[src/verilog/sep_consts.vh]
`ifndef SEP_CONSTS_VH
`define SEP_CONSTS_VH

// instruction classes presented at decode
`define SEP_CLS_W        4
`define SEP_CLS_ALU      4'h0
`define SEP_CLS_CREG_LD  4'h1
`define SEP_CLS_CREG_ST  4'h2
`define SEP_CLS_PR_LD    4'h3
`define SEP_CLS_PR_ST    4'h4
`define SEP_CLS_REG_MAC  4'h5
`define SEP_CLS_MEM_MAC  4'h6
`define SEP_CLS_MAC_REG  4'h7
`define SEP_CLS_MAC_MEM  4'h8
`define SEP_CLS_RTE      4'h9
`define SEP_CLS_TRAP     4'ha
`define SEP_CLS_SLEEP    4'hb
`define SEP_CLS_EXC      4'hc
`define SEP_CLS_ILL      4'hd

// exception kinds reported on acceptance
`define SEP_EXC_NONE     3'h0
`define SEP_EXC_IRQ      3'h1
`define SEP_EXC_ADDR     3'h2
`define SEP_EXC_ILL      3'h3
`define SEP_EXC_SLOT     3'h4
`define SEP_EXC_TRAP     3'h5

// cycles after the last multiplier stage of a double-length multiply
`define SEP_MUL_TAIL     3'h4

// decode holds, in slots
`define SEP_HOLD_W       4
`define SEP_HOLD_CREG_LD 4'h2
`define SEP_HOLD_CREG_ST 4'h1
`define SEP_HOLD_RTE     4'h3
`define SEP_HOLD_NINE    4'h7
`define SEP_HOLD_TEN     4'h8

`endif

[src/verilog/sep_mul_busy.v]
`timescale 1ns/1ps
`include "sep_consts.vh"

module sep_mul_busy (
	input  wire       clk,
	input  wire       rst,
	input  wire       dmul_ma_end,
	input  wire       mult_busy_ext,
	output reg        multiplier_busy_phase
);
	reg  [2:0] cnt;
	reg  [2:0] next_cnt;

	// tail counts every cycle, not every slot, so decode stalls do not stretch it
	always @* begin
		if (dmul_ma_end)
			next_cnt = `SEP_MUL_TAIL;
		else if (cnt != 3'h0)
			next_cnt = cnt - 3'h1;
		else
			next_cnt = 3'h0;
	end

	always @(posedge clk) begin
		if (rst) begin
			cnt                   <= 3'h0;
			multiplier_busy_phase <= 1'b0;
		end else begin
			cnt                   <= next_cnt;
			multiplier_busy_phase <= (next_cnt != 3'h0) | mult_busy_ext;
		end
	end
endmodule

[src/verilog/sep_pipe_seq.v]
// Function
// - system ALU ops: fetch, decode, execute only
// - control load: five stages, decode held two
// - control store: four stages, decode held one
// - return-register load: ordinary load with write-back
// - return-register store: four stages, no hold
// - register-to-accumulator: multiplier access contending fetch
// - memory-to-accumulator: memory and multiplier, contends
// - accumulator-to-register: five stages, multiplier, contends
// - accumulator-to-memory: memory and multiplier, contends
// - busy multiplier extends accumulator access stage
// - multiplier busy four cycles after multiply
// - exception return: two non-contending accesses, hold three
// - return target fetched after final access
// - software trap: nine stages, discard two fetches
// - trap target fetched at ninth stage
// - power-down: three stages, then sleep
// - interrupt at decode: ten-stage replacement sequence
// - interrupt: one overrun fetch, target at end
// - address error at decode: same ten stages
// - address error: overrun fetch, target at end
// - illegal instruction: nine-stage replacement sequence
// - illegal: one or two overrun fetches
// - delay-slot undefined or branch: illegal-slot exception
`timescale 1ns/1ps
`include "sep_consts.vh"

module sep_pipe_seq (
	input  wire                  clk,
	input  wire                  rst,
	// decode slot contents
	input  wire                  op_valid,
	input  wire [`SEP_CLS_W-1:0] op_class,
	input  wire                  op_undefined,
	input  wire                  op_pc_write,
	input  wire                  op_two_overrun,
	input  wire                  branch_delay_slot,
	// exception requests, held by the source until a decode slot opens
	input  wire                  irq_req,
	input  wire                  addr_err_req,
	// multiplier side
	input  wire                  dmul_ma_end,
	input  wire                  mult_busy_ext,
	// power state
	input  wire                  wake,
	// per-slot stage flags, all registered
	output reg                   decode_ready,
	output reg                   execute_stage,
	output reg                   memory_access_stage,
	output reg                   mem_access,
	output reg                   mult_access,
	output reg                   fetch_blocked,
	output reg                   write_back_stage,
	output reg                   target_fetch,
	// one-slot exception report and power state
	output reg  [1:0]            discard_fetches,
	output reg  [2:0]            exc_kind,
	output reg                   sleep_mode,
	output wire                  multiplier_busy_phase
);
	// each vector is a future schedule; bit 0 is the current slot
	reg  [7:0]             sched_ex;
	reg  [7:0]             sched_ma;
	reg  [7:0]             sched_mem;
	reg  [7:0]             sched_mul;
	reg  [7:0]             sched_cont;
	reg  [7:0]             sched_wb;
	reg  [7:0]             sched_tgt;
	// decode gate and delay-slot bookkeeping
	reg  [`SEP_HOLD_W-1:0] hold_cnt;
	reg                    in_rte_slot;
	reg                    sleep_pending;

	// combinational next values
	reg  [`SEP_CLS_W-1:0]  eff_class;
	reg  [2:0]             next_kind;
	reg  [1:0]             next_discard;
	reg  [`SEP_HOLD_W-1:0] next_hold;
	reg                    next_ready;
	reg  [7:0]             next_exec;
	reg  [7:0]             next_access;
	reg  [7:0]             next_mem;
	reg  [7:0]             next_mul;
	reg  [7:0]             next_cont;
	reg  [7:0]             next_wback;
	reg  [7:0]             next_tgt;

	// stage table lookups for the class in decode
	wire [7:0]             rom_ex;
	wire [7:0]             rom_ma;
	wire [7:0]             rom_mem;
	wire [7:0]             rom_mul;
	wire [7:0]             rom_cont;
	wire [7:0]             rom_wb;
	wire [7:0]             rom_tgt;
	wire [`SEP_HOLD_W-1:0] rom_hold;
	// decode slot handshake
	wire                   accept;
	wire                   stall;
	wire                   in_slot;
	wire                   ready_now;

	// per-class stage table; a pure lookup, no state
	sep_stage_rom u_rom (
		.cls      (eff_class),
		.ex_pat   (rom_ex),
		.ma_pat   (rom_ma),
		.mem_pat  (rom_mem),
		.mul_pat  (rom_mul),
		.cont_pat (rom_cont),
		.wb_pat   (rom_wb),
		.tgt_pat  (rom_tgt),
		.hold     (rom_hold)
	);

	// the busy tail counts cycles, not slots, so it lives apart from the schedule
	sep_mul_busy u_mul (
		.clk                   (clk),
		.rst                   (rst),
		.dmul_ma_end           (dmul_ma_end),
		.mult_busy_ext         (mult_busy_ext),
		.multiplier_busy_phase (multiplier_busy_phase)
	);

	// an accumulator access that meets a busy multiplier freezes the whole schedule;
	// freezing everything, not just the access, keeps the extended stage one slot
	// long and keeps the later stages of overlapped instructions in step;
	// the cost is that unrelated overlapped stages wait as well
	assign stall     = sched_mul[0] & multiplier_busy_phase;
	assign ready_now = decode_ready & ~stall;
	// delay slots come from outside, except the one after our own exception return
	assign in_slot   = branch_delay_slot | in_rte_slot;
	// exceptions are taken in the decode slot, so they need a decode opportunity too
	assign accept    = ready_now & (op_valid | irq_req | addr_err_req);

	// what the decode slot turns into: address error first, then interrupt,
	// then instruction-caused exceptions, then the instruction itself;
	// limitation: a trap in a delay slot counts as illegal only via op_pc_write,
	// so the instruction decoder must flag it
	always @* begin
		eff_class    = op_class;
		next_kind    = `SEP_EXC_NONE;
		next_discard = 2'h0;
		if (addr_err_req) begin
			eff_class    = `SEP_CLS_EXC;
			next_kind    = `SEP_EXC_ADDR;
			next_discard = 2'h1;
		end else if (irq_req) begin
			eff_class    = `SEP_CLS_EXC;
			next_kind    = `SEP_EXC_IRQ;
			next_discard = 2'h1;
		end else if (in_slot & (op_undefined | op_pc_write)) begin
			eff_class    = `SEP_CLS_ILL;
			next_kind    = `SEP_EXC_SLOT;
			next_discard = op_two_overrun ? 2'h2 : 2'h1;
		end else if (op_undefined) begin
			eff_class    = `SEP_CLS_ILL;
			next_kind    = `SEP_EXC_ILL;
			next_discard = op_two_overrun ? 2'h2 : 2'h1;
		end else if (op_class == `SEP_CLS_TRAP) begin
			next_kind    = `SEP_EXC_TRAP;
			next_discard = 2'h2;
		end
	end

	// decode hold counts slots; a frozen slot does not count
	// hold width caps the longest decode gap at fifteen slots
	always @* begin
		if (stall)
			next_hold = hold_cnt;
		else if (accept)
			next_hold = rom_hold;
		else if (hold_cnt != 4'h0)
			next_hold = hold_cnt - 4'h1;
		else
			next_hold = 4'h0;
	end

	// next schedule: shift one slot and merge the newly decoded sequence
	always @* begin
		next_exec   = (sched_ex >> 1) | (accept ? rom_ex : 8'h00);
		next_access = (sched_ma >> 1) | (accept ? rom_ma : 8'h00);
		next_mem    = (sched_mem >> 1) | (accept ? rom_mem : 8'h00);
		next_mul    = (sched_mul >> 1) | (accept ? rom_mul : 8'h00);
		next_cont   = (sched_cont >> 1) | (accept ? rom_cont : 8'h00);
		next_wback  = (sched_wb >> 1) | (accept ? rom_wb : 8'h00);
		next_tgt    = (sched_tgt >> 1) | (accept ? rom_tgt : 8'h00);
	end

	// schedule advance; a frozen slot keeps every vector as it is
	always @(posedge clk) begin
		if (rst) begin
			sched_ex   <= 8'h00;
			sched_ma   <= 8'h00;
			sched_mem  <= 8'h00;
			sched_mul  <= 8'h00;
			sched_cont <= 8'h00;
			sched_wb   <= 8'h00;
			sched_tgt  <= 8'h00;
		end else if (!stall) begin
			sched_ex   <= next_exec;
			sched_ma   <= next_access;
			sched_mem  <= next_mem;
			sched_mul  <= next_mul;
			sched_cont <= next_cont;
			sched_wb   <= next_wback;
			sched_tgt  <= next_tgt;
		end
	end

	// stage outputs mirror the next current slot so they come from flops;
	// they freeze with the schedule, so an extended access reads as one long slot
	always @(posedge clk) begin
		if (rst) begin
			execute_stage       <= 1'b0;
			memory_access_stage <= 1'b0;
			mem_access          <= 1'b0;
			mult_access         <= 1'b0;
			fetch_blocked       <= 1'b0;
			write_back_stage    <= 1'b0;
			target_fetch        <= 1'b0;
		end else if (!stall) begin
			execute_stage       <= next_exec[0];
			memory_access_stage <= next_access[0];
			mem_access          <= next_mem[0];
			mult_access         <= next_mul[0];
			fetch_blocked       <= next_cont[0];
			write_back_stage    <= next_wback[0];
			target_fetch        <= next_tgt[0];
		end
	end

	// exception report: a one-slot pulse on acceptance, none otherwise
	always @(posedge clk) begin
		if (rst)
			exc_kind <= `SEP_EXC_NONE;
		else if (accept)
			exc_kind <= next_kind;
		else
			exc_kind <= `SEP_EXC_NONE;
	end

	// fetches the front end must drop; it cannot see the sequence itself
	always @(posedge clk) begin
		if (rst)
			discard_fetches <= 2'h0;
		else if (accept)
			discard_fetches <= next_discard;
		else
			discard_fetches <= 2'h0;
	end

	// the instruction after an exception return sits in its delay slot
	always @(posedge clk) begin
		if (rst)
			in_rte_slot <= 1'b0;
		else if (accept)
			in_rte_slot <= (eff_class == `SEP_CLS_RTE);
	end

	// power-down issued; marks the execute slot before sleep begins
	always @(posedge clk) begin
		if (rst)
			sleep_pending <= 1'b0;
		else if (accept && eff_class == `SEP_CLS_SLEEP)
			sleep_pending <= 1'b1;
		else
			sleep_pending <= 1'b0;
	end

	// sleep is entered after the execute slot; wake wins only once asleep,
	// so a wake during the execute slot is ignored and must be held
	always @(posedge clk) begin
		if (rst)
			sleep_mode <= 1'b0;
		else if (sleep_pending)
			sleep_mode <= 1'b1;
		else if (wake)
			sleep_mode <= 1'b0;
	end

	// decode reopens when the hold is spent and the power-down path lets go;
	// the power-down keeps the next instruction from issuing until wake
	always @* begin
		next_ready = (next_hold == 4'h0)
			& ~(accept & (eff_class == `SEP_CLS_SLEEP))
			& ~sleep_pending
			& ~(sleep_mode & ~wake);
	end

	// decode gate: hold counter and the registered ready
	always @(posedge clk) begin
		if (rst) begin
			hold_cnt     <= 4'h0;
			decode_ready <= 1'b0;
		end else begin
			hold_cnt     <= next_hold;
			decode_ready <= next_ready;
		end
	end
endmodule

[src/verilog/sep_stage_rom.v]
`timescale 1ns/1ps
`include "sep_consts.vh"

// bit i of each pattern is the slot i+1 after the decode slot
module sep_stage_rom (
	input  wire [`SEP_CLS_W-1:0]  cls,
	output reg  [7:0]             ex_pat,
	output reg  [7:0]             ma_pat,
	output reg  [7:0]             mem_pat,
	output reg  [7:0]             mul_pat,
	output reg  [7:0]             cont_pat,
	output reg  [7:0]             wb_pat,
	output reg  [7:0]             tgt_pat,
	output reg  [`SEP_HOLD_W-1:0] hold
);
	always @* begin
		ex_pat  = 8'h01;
		ma_pat  = 8'h00;
		mem_pat = 8'h00;
		mul_pat = 8'h00;
		wb_pat  = 8'h00;
		tgt_pat = 8'h00;
		hold    = 4'h0;
		case (cls)
			`SEP_CLS_ALU, `SEP_CLS_SLEEP: begin
				ex_pat = 8'h01;
			end
			`SEP_CLS_CREG_LD: begin
				ex_pat  = 8'h05;
				ma_pat  = 8'h02;
				mem_pat = 8'h02;
				hold    = `SEP_HOLD_CREG_LD;
			end
			`SEP_CLS_CREG_ST: begin
				ma_pat  = 8'h02;
				mem_pat = 8'h02;
				hold    = `SEP_HOLD_CREG_ST;
			end
			`SEP_CLS_PR_LD: begin
				ma_pat  = 8'h02;
				mem_pat = 8'h02;
				wb_pat  = 8'h04;
			end
			`SEP_CLS_PR_ST: begin
				ma_pat  = 8'h02;
				mem_pat = 8'h02;
			end
			`SEP_CLS_REG_MAC: begin
				ma_pat  = 8'h02;
				mul_pat = 8'h02;
			end
			`SEP_CLS_MEM_MAC, `SEP_CLS_MAC_MEM: begin
				ma_pat  = 8'h02;
				mem_pat = 8'h02;
				mul_pat = 8'h02;
			end
			`SEP_CLS_MAC_REG: begin
				ma_pat  = 8'h02;
				mul_pat = 8'h02;
				wb_pat  = 8'h04;
			end
			`SEP_CLS_RTE: begin
				ma_pat  = 8'h06;
				mem_pat = 8'h06;
				tgt_pat = 8'h08;
				hold    = `SEP_HOLD_RTE;
			end
			`SEP_CLS_TRAP, `SEP_CLS_ILL: begin
				ex_pat  = 8'h63;
				ma_pat  = 8'h1c;
				mem_pat = 8'h1c;
				tgt_pat = 8'h40;
				hold    = `SEP_HOLD_NINE;
			end
			`SEP_CLS_EXC: begin
				ex_pat  = 8'hd3;
				ma_pat  = 8'h2c;
				mem_pat = 8'h2c;
				tgt_pat = 8'h80;
				hold    = `SEP_HOLD_TEN;
			end
			default: begin
				ex_pat = 8'h01;
			end
		endcase
		// memory and multiplier accesses fight with fetch; return and exception sequences own the bus
		cont_pat = (cls == `SEP_CLS_RTE || cls >= `SEP_CLS_TRAP) ? 8'h00 : ma_pat;
	end
endmodule
[config.mk]
export PLATFORM = sky130hd
export DESIGN_NAME = sep_pipe_seq
export DESIGN_NICKNAME = d
export VERILOG_FILES = /design/src/verilog/sep_mul_busy.v /design/src/verilog/sep_pipe_seq.v /design/src/verilog/sep_stage_rom.v
export VERILOG_INCLUDE_DIRS = /design/src /design/src/verilog
export SDC_FILE = /design/constraint.sdc
export NUM_CORES = 1
export LEC_CHECK = 0
export BUFFER_PORTS_ARGS = -buffer_cell sky130_fd_sc_hd__buf_4
export CAP_MARGIN = 5
export CORE_ASPECT_RATIO = 1.75
export CORE_UTILIZATION = 53
export CTS_BUF_LIST = sky130_fd_sc_hd__clkbuf_4 sky130_fd_sc_hd__clkbuf_8
export CTS_CLUSTER_DIAMETER = 120
export DETAILED_ROUTE_END_ITERATION = 7
export PLACE_DENSITY_LB_ADDON = 0.05
export SYNTH_ARGS = -nofsm -noshare
export SYNTH_HDL_FRONTEND = slang
export SYNTH_SLANG_ARGS = --single-unit
export TNS_END_PERCENT = 30
[constraint.sdc]
create_clock -name clk -period 2.2 [get_ports clk]
set_clock_uncertainty 0.1 [all_clocks]
set_input_delay 0.11 -clock clk [delete_from_list [all_inputs] [get_ports clk]]
set_output_delay 0.11 -clock clk [all_outputs]
set_load 0.01 [all_outputs]
==> impl_metrics.yaml, run 1 <==
status:
  status: "finished, final reports clean"
routing:
  vias: 2062
  drc_errors: 0
  via_per_inst: 5.71
  drt_wl_total_mm: 5.41
  drt_pass1_iterations: 4
  wl_per_cell_microns: 15.0
  ant_nets: 0
  drtIter0Drc: 28
die:
  core-area_sq_um: 4190
  die_w_microns: 52.4
  start_util_pct: 56.2
  die_y_microns: 90.2
  rows: 31
  dieArea_sq_um: 4720
  io_pins: 31
setup_path:
  r2r-start: "in_rte_slot$_SDFFE_PP0P_"
  critPathArrivalTime_ns: 2.04
  ff2ff_path_depth: 5
  worstPathMaxFanout: 6
  rr_endpoint: "decode_ready$_SDFF_PP0_"
  crit_required_ns: 2.31
  worst_setup_path_end_kind: "register"
  crit_slowest_cell: "dlygate4sd3_1"
  slowest_delay_ns: 0.54
  worst-setup-path-type: "in2reg"
  start_kind: "input pin"
  r2r_slack_ns: 0.41
  crit_chain: "dlygate4sd3_1 -> buf_4 -> or3_1 -> and3_4 -> o22ai_2 -> nand4b_1 -> nor4bb_1"
synthesis:
  synth_flop_cell: "dfxtp_1"
  synth_nets: 304
  synth_edf_count: 0
  ys_seq_area_share_pct: 47.6
  synth.area.top_cells: "dfxtp_1, nand2_1, a21oi_1, nor2_1, a31oi_1"
  synth_top_area_share_pct: 47.6
  synth_seq_cells: 56
  yosys_warnings: 0
  yosysTopAreaCell: "dfxtp_1"
  netlist_instances: 286
  async_flop_share_pct: 0
  syn_avg_cell_area_sq_um: 8.23
  netlist_area_sq_um: 2350
  yosysUniqueCellTypes: 52
clocking:
  worstSkewPairLatency_ns: 0.30
  clk_pin_slew_ns: 0.09
  post-cts-setup-buffers: 0
  cts-htree-levels: 2
  cts_tree: "built"
  clkSinkCount: 56
  cts_root_buf: "clkbuf_8"
  cts_buffers: 5
  cts_resized: 0
  clk_path_buf_depth: 2
final_layout:
  multi_input_area_sq_um: 1160
  regArea_sq_um: 1120
  utilization_pct: 65.1
  drive_gt1_share_pct: 17.0
  fillers: 376
  area_growth_pct: 15.9
  antennaDiodeCount: 0
  final_nets: 331
worst_hold_path:
  min_to: "exc_kind[0]$_SDFF_PP0_"
  hp-class: "in2reg"
  worstHoldPathCells: 3
  hp-start: "irq_req"
sta:
  period_needed_ns: 1.93
  rsz0062_at_grt: "no"
  slew_violations: 0
  hold_viol_final: 0
  setup_tns_ns: 0
  relSlewSlack_pct: 61.8
  setup_viol: 0
  fmax_mhz: 517
  min_period_over_period_pct: 87.9
  worstMarginPinSlew_ns: 0.570
placement:
  gp_congestion: 0.907
  numPortBuffers: 30
  hpwl_mm: 3.85
global_routing:
  overflow: 0
  grt_pass1_wl_mm: 9.20
  antenna_found_initial: 0
  grt_usage_pct: 25.5
  grt_max_degree: 54
  grt_pass1_vias: 1957
power:
  leakage_nw: 1.03
  p_per_area_nw_per_um2: 838
  irDropWorstVdd_mv: 0.566
run:
  max_cap_violations: 0
flip-flops by register name, indices dropped and copies added (netlist names):
signal and cells:
sched_ex 8, sched_tgt 8, sched_cont 6, sched_ma 6, sched_mem 6, hold_cnt 4, exc_kind 3, sched_wb 3
u_mul.cnt 3, discard_fetches 2, sched_mul 2, decode_ready 1, in_rte_slot 1, sleep_mode 1, sleep_pending 1, u_mul.multiplier_busy_phase 1
cells in the final DEF, fill, tap and decap left out, drive strengths merged, types with 2 or more instances in the layout:
master	count
nor3	8
a2111oi	2
o31ai	2
nor2b	2
a22oi	2
nand2	65
dfxtp	56
o311a	2
a31oi	9
ha	2
o21ai	9
nor4b	2
and3	2
a21oi	28
buf	32
or2	2
o21a	4
or3	2
nand2b	4
inv	5
and2	3
a211oi	3
dlygate4sd3	3
clkbuf	5
o22ai	2
or4	4
nand3	4
nor2	33
routing by layer:
layer  global-route usage [%]  vias up  routed length, microns
li1                         -     1046                       -
met1                     30.4      956                    2280
met2                     43.1       46                    2800
met3                     3.89       14                     144
met4                     11.0        0                     187
met5                        0        -                       0
final cells by class:
cell class	instances	share of cell area, %
clock buffer	5	2.52
clock inverter	1	1.10
inverter	5	0.688
multi-input combinational	210	42.5
sequential	56	41.1
tap	49	2.25
timing repair buffer	35	9.90
cell usage after synthesis (2+ instances only):
library cell / count
dfxtp_1: 56
nor4b_1: 2
ha_1: 2
inv_1: 5
o21ai_0: 5
nor2b_1: 2
or4_4: 2
a2111oi_0: 2
and3_4: 2
and2_1: 3
or4_1: 2
nor2_1: 33
o311a_1: 2
nand3_1: 3
nand2_1: 64
nor3_1: 7
clkbuf_1: 12
o21ai_1: 3
nand2b_1: 4
a21oi_1: 28
a211oi_1: 2
or3_1: 2
buf_1: 3
a31oi_1: 9
o21a_1: 4
through the flow:
step | setup slack [ns] | hold slack [ns] | power (W) | instance area [sq um] | cells
2_1_floorplan | 0.550 | 0.0913 | 0.00150 | 2350 | 286
3_3_place_gp | 0.429 | 0.216 | 0.00166 | 2600 | 352
3_5_place_dp | 0.444 | 0.217 | 0.00166 | 2600 | 352
4_1_cts | 0.286 | 0.0149 | 0.00230 | 2730 | 361
5_1_grt | 0.170 | 0.0272 | 0.00241 | 2730 | 361
6_report | 0.266 | 0.0154 | 0.00229 | 2730 | 361
logic make-up (layout without fill, tap and decap cells):
family / count (synthesis) / after routing / synth area share, %
and+or+nand+nor: 139 / 139 / 28.6
AOI/OAI and AO/OA: 68 / 68 / 19.1
DFF: 56 / 56 / 47.6
buffers and inverters: 20 / 46 / 3.19
adders and majority gates: 2 / 2 / 1.06
muxes: 1 / 1 / 0.425
how the worst max path moves through the flow:
stage                                   end                                    from  slack, ns  depth (start not counted)
floorplan            hold_cnt[1]$_SDFF_PP0_  u_mul.multiplier_busy_phase$_SDFF_PP0_       0.55                          6
global placement    decode_ready$_SDFF_PP0_                in_rte_slot$_SDFFE_PP0P_       0.43                          5
detailed placement  decode_ready$_SDFF_PP0_                in_rte_slot$_SDFFE_PP0P_       0.44                          5
CTS                 decode_ready$_SDFF_PP0_                            addr_err_req       0.29                          7
global route        decode_ready$_SDFF_PP0_                            addr_err_req       0.17                          7
finish              decode_ready$_SDFF_PP0_                            addr_err_req       0.27                          7
repair_timing:
action                     4_1_cts  5_1_grt
hold buffers                     3        0
setup endpoints to repair        0        0
hold endpoints to repair         6        0
report_power, final:
group          switching (W)  internal (W)  total, W  leakage, nW
logic               0.000240      0.000211  0.000451        0.528
clock network       0.000317      0.000327  0.000644       0.0501
registers          0.0000730       0.00112   0.00119        0.455
total               0.000630       0.00166   0.00229         1.03
critical path: cells and delay by family:
| family | cells | cell delay (ns) |
|---|---|---|
| compound gates | 1 | 0.19 |
| simple gates | 4 | 1.03 |
| buf+inv | 2 | 0.70 |
Power figures use the tool's default switching activity.
==> run 2, diff against run 1 <==
RECOVER_POWER = 25   (was not set)
==> run 2 against run 1 <==
  * Wire length about the same
  * Maximum frequency down 0.40%
  * Clock power about the same
  * Cell area down 1.9%
  * Die area unchanged
  * Largest cell class unchanged
==> impl_metrics.yaml, run 2 (synthesis gave the netlist of run 1 again) <==
status:
  status: "finished, final reports clean"
routing:
  wl_per_cell_microns: 15.0
  drc_errors: 0
  via_per_inst: 5.71
  drtIter0Drc: 32
  vias: 2063
  drt_pass1_iterations: 4
  ant_nets: 0
  drt_wl_total_mm: 5.41
clocking:
  clkSinkCount: 56
  cts-htree-levels: 2
  cts_buffers: 5
  cts_root_buf: "clkbuf_8"
  clk_path_buf_depth: 2
  post-cts-setup-buffers: 0
  worstSkewPairLatency_ns: 0.31
  clk_pin_slew_ns: 0.10
  cts_tree: "built"
  cts_resized: 0
power:
  p_per_area_nw_per_um2: 850
  leakage_nw: 0.974
  irDropWorstVdd_mv: 0.564
  power.total_w: 0.00228
die:
  dieArea_sq_um: 4720
  die_y_microns: 90.2
  rows: 31
  die_w_microns: 52.4
  start_util_pct: 56.2
  io_pins: 31
  core-area_sq_um: 4190
placement:
  dp_cells: 352
  numPortBuffers: 30
  hpwl_mm: 3.85
  dpl_cell_area_sq_um: 2600
  gp_congestion: 0.907
setup_path:
  worstPathMaxFanout: 6
  r2r-start: "decode_ready$_SDFF_PP0_"
  ff2ff_path_depth: 5
  start_kind: "input pin"
  rr_endpoint: "decode_ready$_SDFF_PP0_"
  worst-setup-path-type: "in2reg"
  worstSetupStartpoint: "addr_err_req"
  r2r_slack_ns: 0.36
  crit_required_ns: 2.30
  worst_setup_path_end_kind: "register"
  cp-endpoint: "decode_ready$_SDFF_PP0_"
  critPathArrivalTime_ns: 2.04
global_routing:
  grt_usage_pct: 25.5
  grt_pass1_vias: 1957
  overflow: 0
  grt_pass1_wl_mm: 9.20
  antenna_found_initial: 0
  grt_max_degree: 54
sta:
  setup_viol: 0
  period_needed_ns: 1.94
  slew_violations: 0
  setup_tns_ns: 0
  hold_viol_final: 0
  hold_slack_ns: 0.0128
  rsz0062_at_grt: "no"
  relSlewSlack_pct: 60.1
  worstMarginPinSlew_ns: 0.595
  fmax_mhz: 515
  min_period_over_period_pct: 88.3
worst_hold_path:
  hp-class: "in2reg"
final_layout:
  fillers: 395
  multi_input_area_sq_um: 1160
  design_area_sq_um: 2680
  area_growth_pct: 13.7
  layoutNonFillerInstCount: 361
  final_common_cell: "nand2_1"
  final_cell_mix: "nand2_1, dfxtp_1, nor2_1, a21oi_1, buf_4"
  antennaDiodeCount: 0
  top_regs: "sched_ex x8, sched_tgt x8"
  regArea_sq_um: 1120
  final_nets: 331
  drive_gt1_share_pct: 12.5
run:
  max_cap_violations: 0
-- run 2: changes by cell type in the layout (fill, tap and decap cells not counted) --
cell,change
and2_0,+1
clkbuf_1,+14
and2_1,-1
buf_4,-14
-- run 2: critical path, stage by stage --
cell,delay (ns)
dlygate4sd3_1,0.54
buf_4,0.16
o31ai_2,0.53
o311a_1,0.26
a21oi_1,0.07
o311a_1,0.20
nor4bb_1,0.16
-- run 2: layout make-up --
class | instances | share of cell area (%)
Tap cell | 49 | 2.29
Multi-Input combinational cell | 210 | 43.3
Inverter | 5 | 0.701
Sequential cell | 56 | 41.9
Clock inverter | 1 | 1.12
Timing Repair Buffer | 35 | 8.13
Clock buffer | 5 | 2.57
-- run 2: repair_timing --
action / in CTS / in global routing
hold buffers: 3 / 0
setup endpoints to repair: 0 / 0
endpoints found under the hold margin: 6 / 0
-- run 2: where the power goes --
group / switching, W / leakage, nW / internal (W) / total [W]
registers: 0.0000729 / 0.455 / 0.00112 / 0.00119
logic: 0.000241 / 0.469 / 0.000198 / 0.000439
clock network: 0.000318 / 0.0501 / 0.000327 / 0.000645
-- run 2: how the worst min path moves through the flow --
stage	cells past startpoint	to	from	slack, ns
after floorplan	1	u_mul.cnt[1]$_SDFF_PP0_	dmul_ma_end	0.09
after global placement	2	u_mul.cnt[0]$_SDFF_PP0_	dmul_ma_end	0.22
after detailed placement	2	u_mul.cnt[0]$_SDFF_PP0_	dmul_ma_end	0.22
after CTS	3	exc_kind[0]$_SDFF_PP0_	irq_req	0.01
after global routing	3	exc_kind[0]$_SDFF_PP0_	irq_req	0.03
final	3	exc_kind[0]$_SDFF_PP0_	irq_req	0.01
-- run 2: through the flow --
| step | setup slack, ns | utilization (%) |
|---|---|---|
| 6_report | 0.258 | 63.9 |
| 5_1_grt | 0.170 | 63.9 |
| 3_5_place_dp | 0.444 | 62.1 |
| 2_1_floorplan | 0.550 | - |
| 3_3_place_gp | 0.429 | 62.1 |
| 4_1_cts | 0.286 | 65.1 |
-- run 2: routing by layer --
| layer | vias up | global-route usage, % | share of wire, % |
|---|---|---|---|
| met5 | - | 0 | 0 |
| met4 | 0 | 11.0 | 3.2 |
| met3 | 13 | 3.89 | 3.2 |
| met2 | 54 | 43.1 | 52 |
| met1 | 952 | 30.4 | 42 |
| li1 | 1044 | - | - |
==> run 3, diff against run 2 <==
ABC_AREA = 1   (was not set)
==> run 3 against run 2 <==
  * Clock power shrank 11%
  * Core utilization decreased by 1.1 points
  * Sequential power hardly changed
  * Combinational power rose by 10%
  * Count of clock-buffer cells in the layout stayed put
  * First-iteration DRC count is 31% higher
  * Maximum frequency rose by 2.5%
  * Worst hold slack worse by 0.0018 ns
  * Die area increased by 3.4%
  * Cell area up 3.3%
  * Non-clock buffer count up 3
  * Register-to-register slack got worse by 0.02 ns
  * Critical endpoint unchanged
  * Largest power group unchanged
  * Highest routed layer unchanged
==> impl_metrics.yaml, run 3 <==
status:
  status: "finished, final reports clean"
synthesis:
  synth_flop_cell: "dfxtp_1"
  synth_nets: 361
  synth.area.top_cells: "dfxtp_1, nor2_1, nand2_1, a21oi_1, inv_1"
  yosysMostFrequentCell: "nor2_1"
  synth_seq_cells: 56
  yosys_warnings: 0
  yosysUniqueCellTypes: 29
  synth_common_cells: "nor2_1, nand2_1, dfxtp_1"
  netlist_area_sq_um: 2440
  synth_edf_count: 0
  async_flop_share_pct: 0
  ys_seq_area_share_pct: 46.0
  netlist_instances: 343
  yosysTopAreaCell: "dfxtp_1"
  syn_avg_cell_area_sq_um: 7.11
  synth_top_area_share_pct: 46.0
worst_hold_path:
  hp-class: "in2reg"
placement:
  hpwl_mm: 4.00
  numPortBuffers: 30
  gp_congestion: 0.976
  dpl_worst_slack_ns: 0.416
global_routing:
  grt_max_degree: 36
  grt_usage_pct: 25.1
  overflow: 0
  grt_pass1_wl_mm: 9.04
  antenna_found_initial: 0
  grt_pass1_vias: 2129
die:
  die_y_microns: 91.7
  dieArea_sq_um: 4880
  io_pins: 31
  die_w_microns: 53.3
  rows: 32
  start_util_pct: 55.3
  core-area_sq_um: 4400
power:
  power.total_w: 0.00225
  leakage_nw: 1.26
  p_per_area_nw_per_um2: 815
  irDropWorstVdd_mv: 0.803
routing:
  wl_per_cell_microns: 13.0
  ant_nets: 0
  drc_errors: 0
  via_per_inst: 5.23
  drt_wl_total_mm: 5.55
  drt_pass1_iterations: 4
  drtIter0Drc: 42
  vias: 2229
sta:
  hold_slack_ns: 0.0110
  min_period_over_period_pct: 86.1
  fmax_mhz: 528
  relSlewSlack_pct: 25.4
  setup_viol: 0
  slew_violations: 0
  setup_tns_ns: 0
  hold_viol_final: 0
  setup_ws_ns: 0.307
  rsz0062_at_grt: "no"
  period_needed_ns: 1.89
  worstMarginPinSlew_ns: 1.12
setup_path:
  worst_setup_path_end_kind: "register"
  worstPathMaxFanout: 9
  start_kind: "input pin"
  crit_required_ns: 2.35
  critPathArrivalTime_ns: 2.04
  crit_chain: "dlygate4sd3_1 -> buf_4 -> nor2_4 -> nand2_1 -> nand3_1 -> inv_2 -> nand3_1 -> nand3_1 -> nor2_1 -> nand2_1 -> nor2_2"
  critPathBufInv: 3
  cpMostUsedCell: "nand3_1"
  cp_top_family: "simple AND/OR/NAND/NOR gates"
  worst-setup-path-type: "in2reg"
  slowest_delay_ns: 0.54
  crit_slowest_cell: "dlygate4sd3_1"
clocking:
  post-cts-setup-buffers: 0
  cts_buffers: 5
  cts_tree: "built"
  clkSinkCount: 56
  worstSkewPairLatency_ns: 0.31
  cts-htree-levels: 2
  cts_root_buf: "clkbuf_8"
  cts_resized: 0
  clk_path_buf_depth: 2
  clk_pin_slew_ns: 0.10
final_layout:
  final_nets: 392
  area_growth_pct: 13.4
  final_common_cell: "nor2_1"
  top_regs: "sched_ex x8, sched_tgt x8"
  final_cell_mix: "nor2_1, nand2_1, dfxtp_1, inv_1, a21oi_1"
  drive_gt1_share_pct: 10.9
  antennaDiodeCount: 0
  fillers: 460
run:
  max_cap_violations: 0
run 3: kinds of logic after synthesis:
kind of cell | after synthesis | synth area share, %
buffers and inverters | 56 | 9.29
AND/OR/NAND/NOR | 158 | 27.8
AO/OA/AOI/OAI | 71 | 15.9
adder cells (fa/ha/maj) | 2 | 1.03
flip-flops | 56 | 46.0
run 3: routing by layer:
layer | track usage [%] | vias to the layer above | wire [microns]
met5 | 0 | - | 0
met1 | 27.4 | 1005 | 2180
met2 | 42.7 | 51 | 2980
met4 | 16.4 | 0 | 212
met3 | 3.48 | 14 | 180
li1 | - | 1159 | -
run 3: area by class of cell:
class,count,area (sq um),area share (%)
flip-flops and latches,56,1120,40.6
multi-input cells,231,1090,39.4
repair buffers,38,235,8.51
inverters,42,158,5.70
clock buffers,5,68.8,2.49
well taps,51,63.8,2.31
clock inverters,3,27.5,0.996
run 3: what timing repair did:
item,4_1_cts,5_1_grt
hold endpoints to repair,6,0
setup endpoints to repair,0,0
hold buffers,4,0
run 3: through the flow:
step | cells | cell area [sq um] | util (%)
2_1_floorplan | 343 | 2440 | -
3_3_place_gp | 414 | 2690 | 61.0
3_5_place_dp | 414 | 2690 | 61.0
4_1_cts | 426 | 2820 | 64.1
5_1_grt | 426 | 2760 | 62.8
6_report | 426 | 2760 | 62.8
run 3: worst register-to-register path: cells and delay by family (launching register included):
kind / cells / cell delay [ns]
AND/OR/NAND/NOR: 1 / 0.15
AO/OA/AOI/OAI: 2 / 0.37
flip-flops: 1 / 0.33
buffers and inverters: 1 / 0.85
run 3: path summary, 6_finish.rpt:
kind	from	endpoint	slack, ns	depth (start not counted)
worst max-delay path	addr_err_req	decode_ready$_SDFF_PP0_	0.31	11
worst min-delay path	op_class[3]	exc_kind[2]$_SDFF_PP0_	0.01	3
worst max register to register	u_mul.multiplier_busy_phase$_SDFF_PP0_	sched_ma[1]$_SDFFE_PP0N_	0.34	4
worst min register to register	sched_cont[5]$_SDFFE_PP0N_	sched_cont[5]$_SDFFE_PP0N_	0.35	2
run 3: power breakdown:
group | switching (W) | internal (W)
Sequential | 0.0000651 | 0.00113
Clock | 0.000337 | 0.000234
Combinational | 0.000308 | 0.000176
Total | 0.000711 | 0.00154
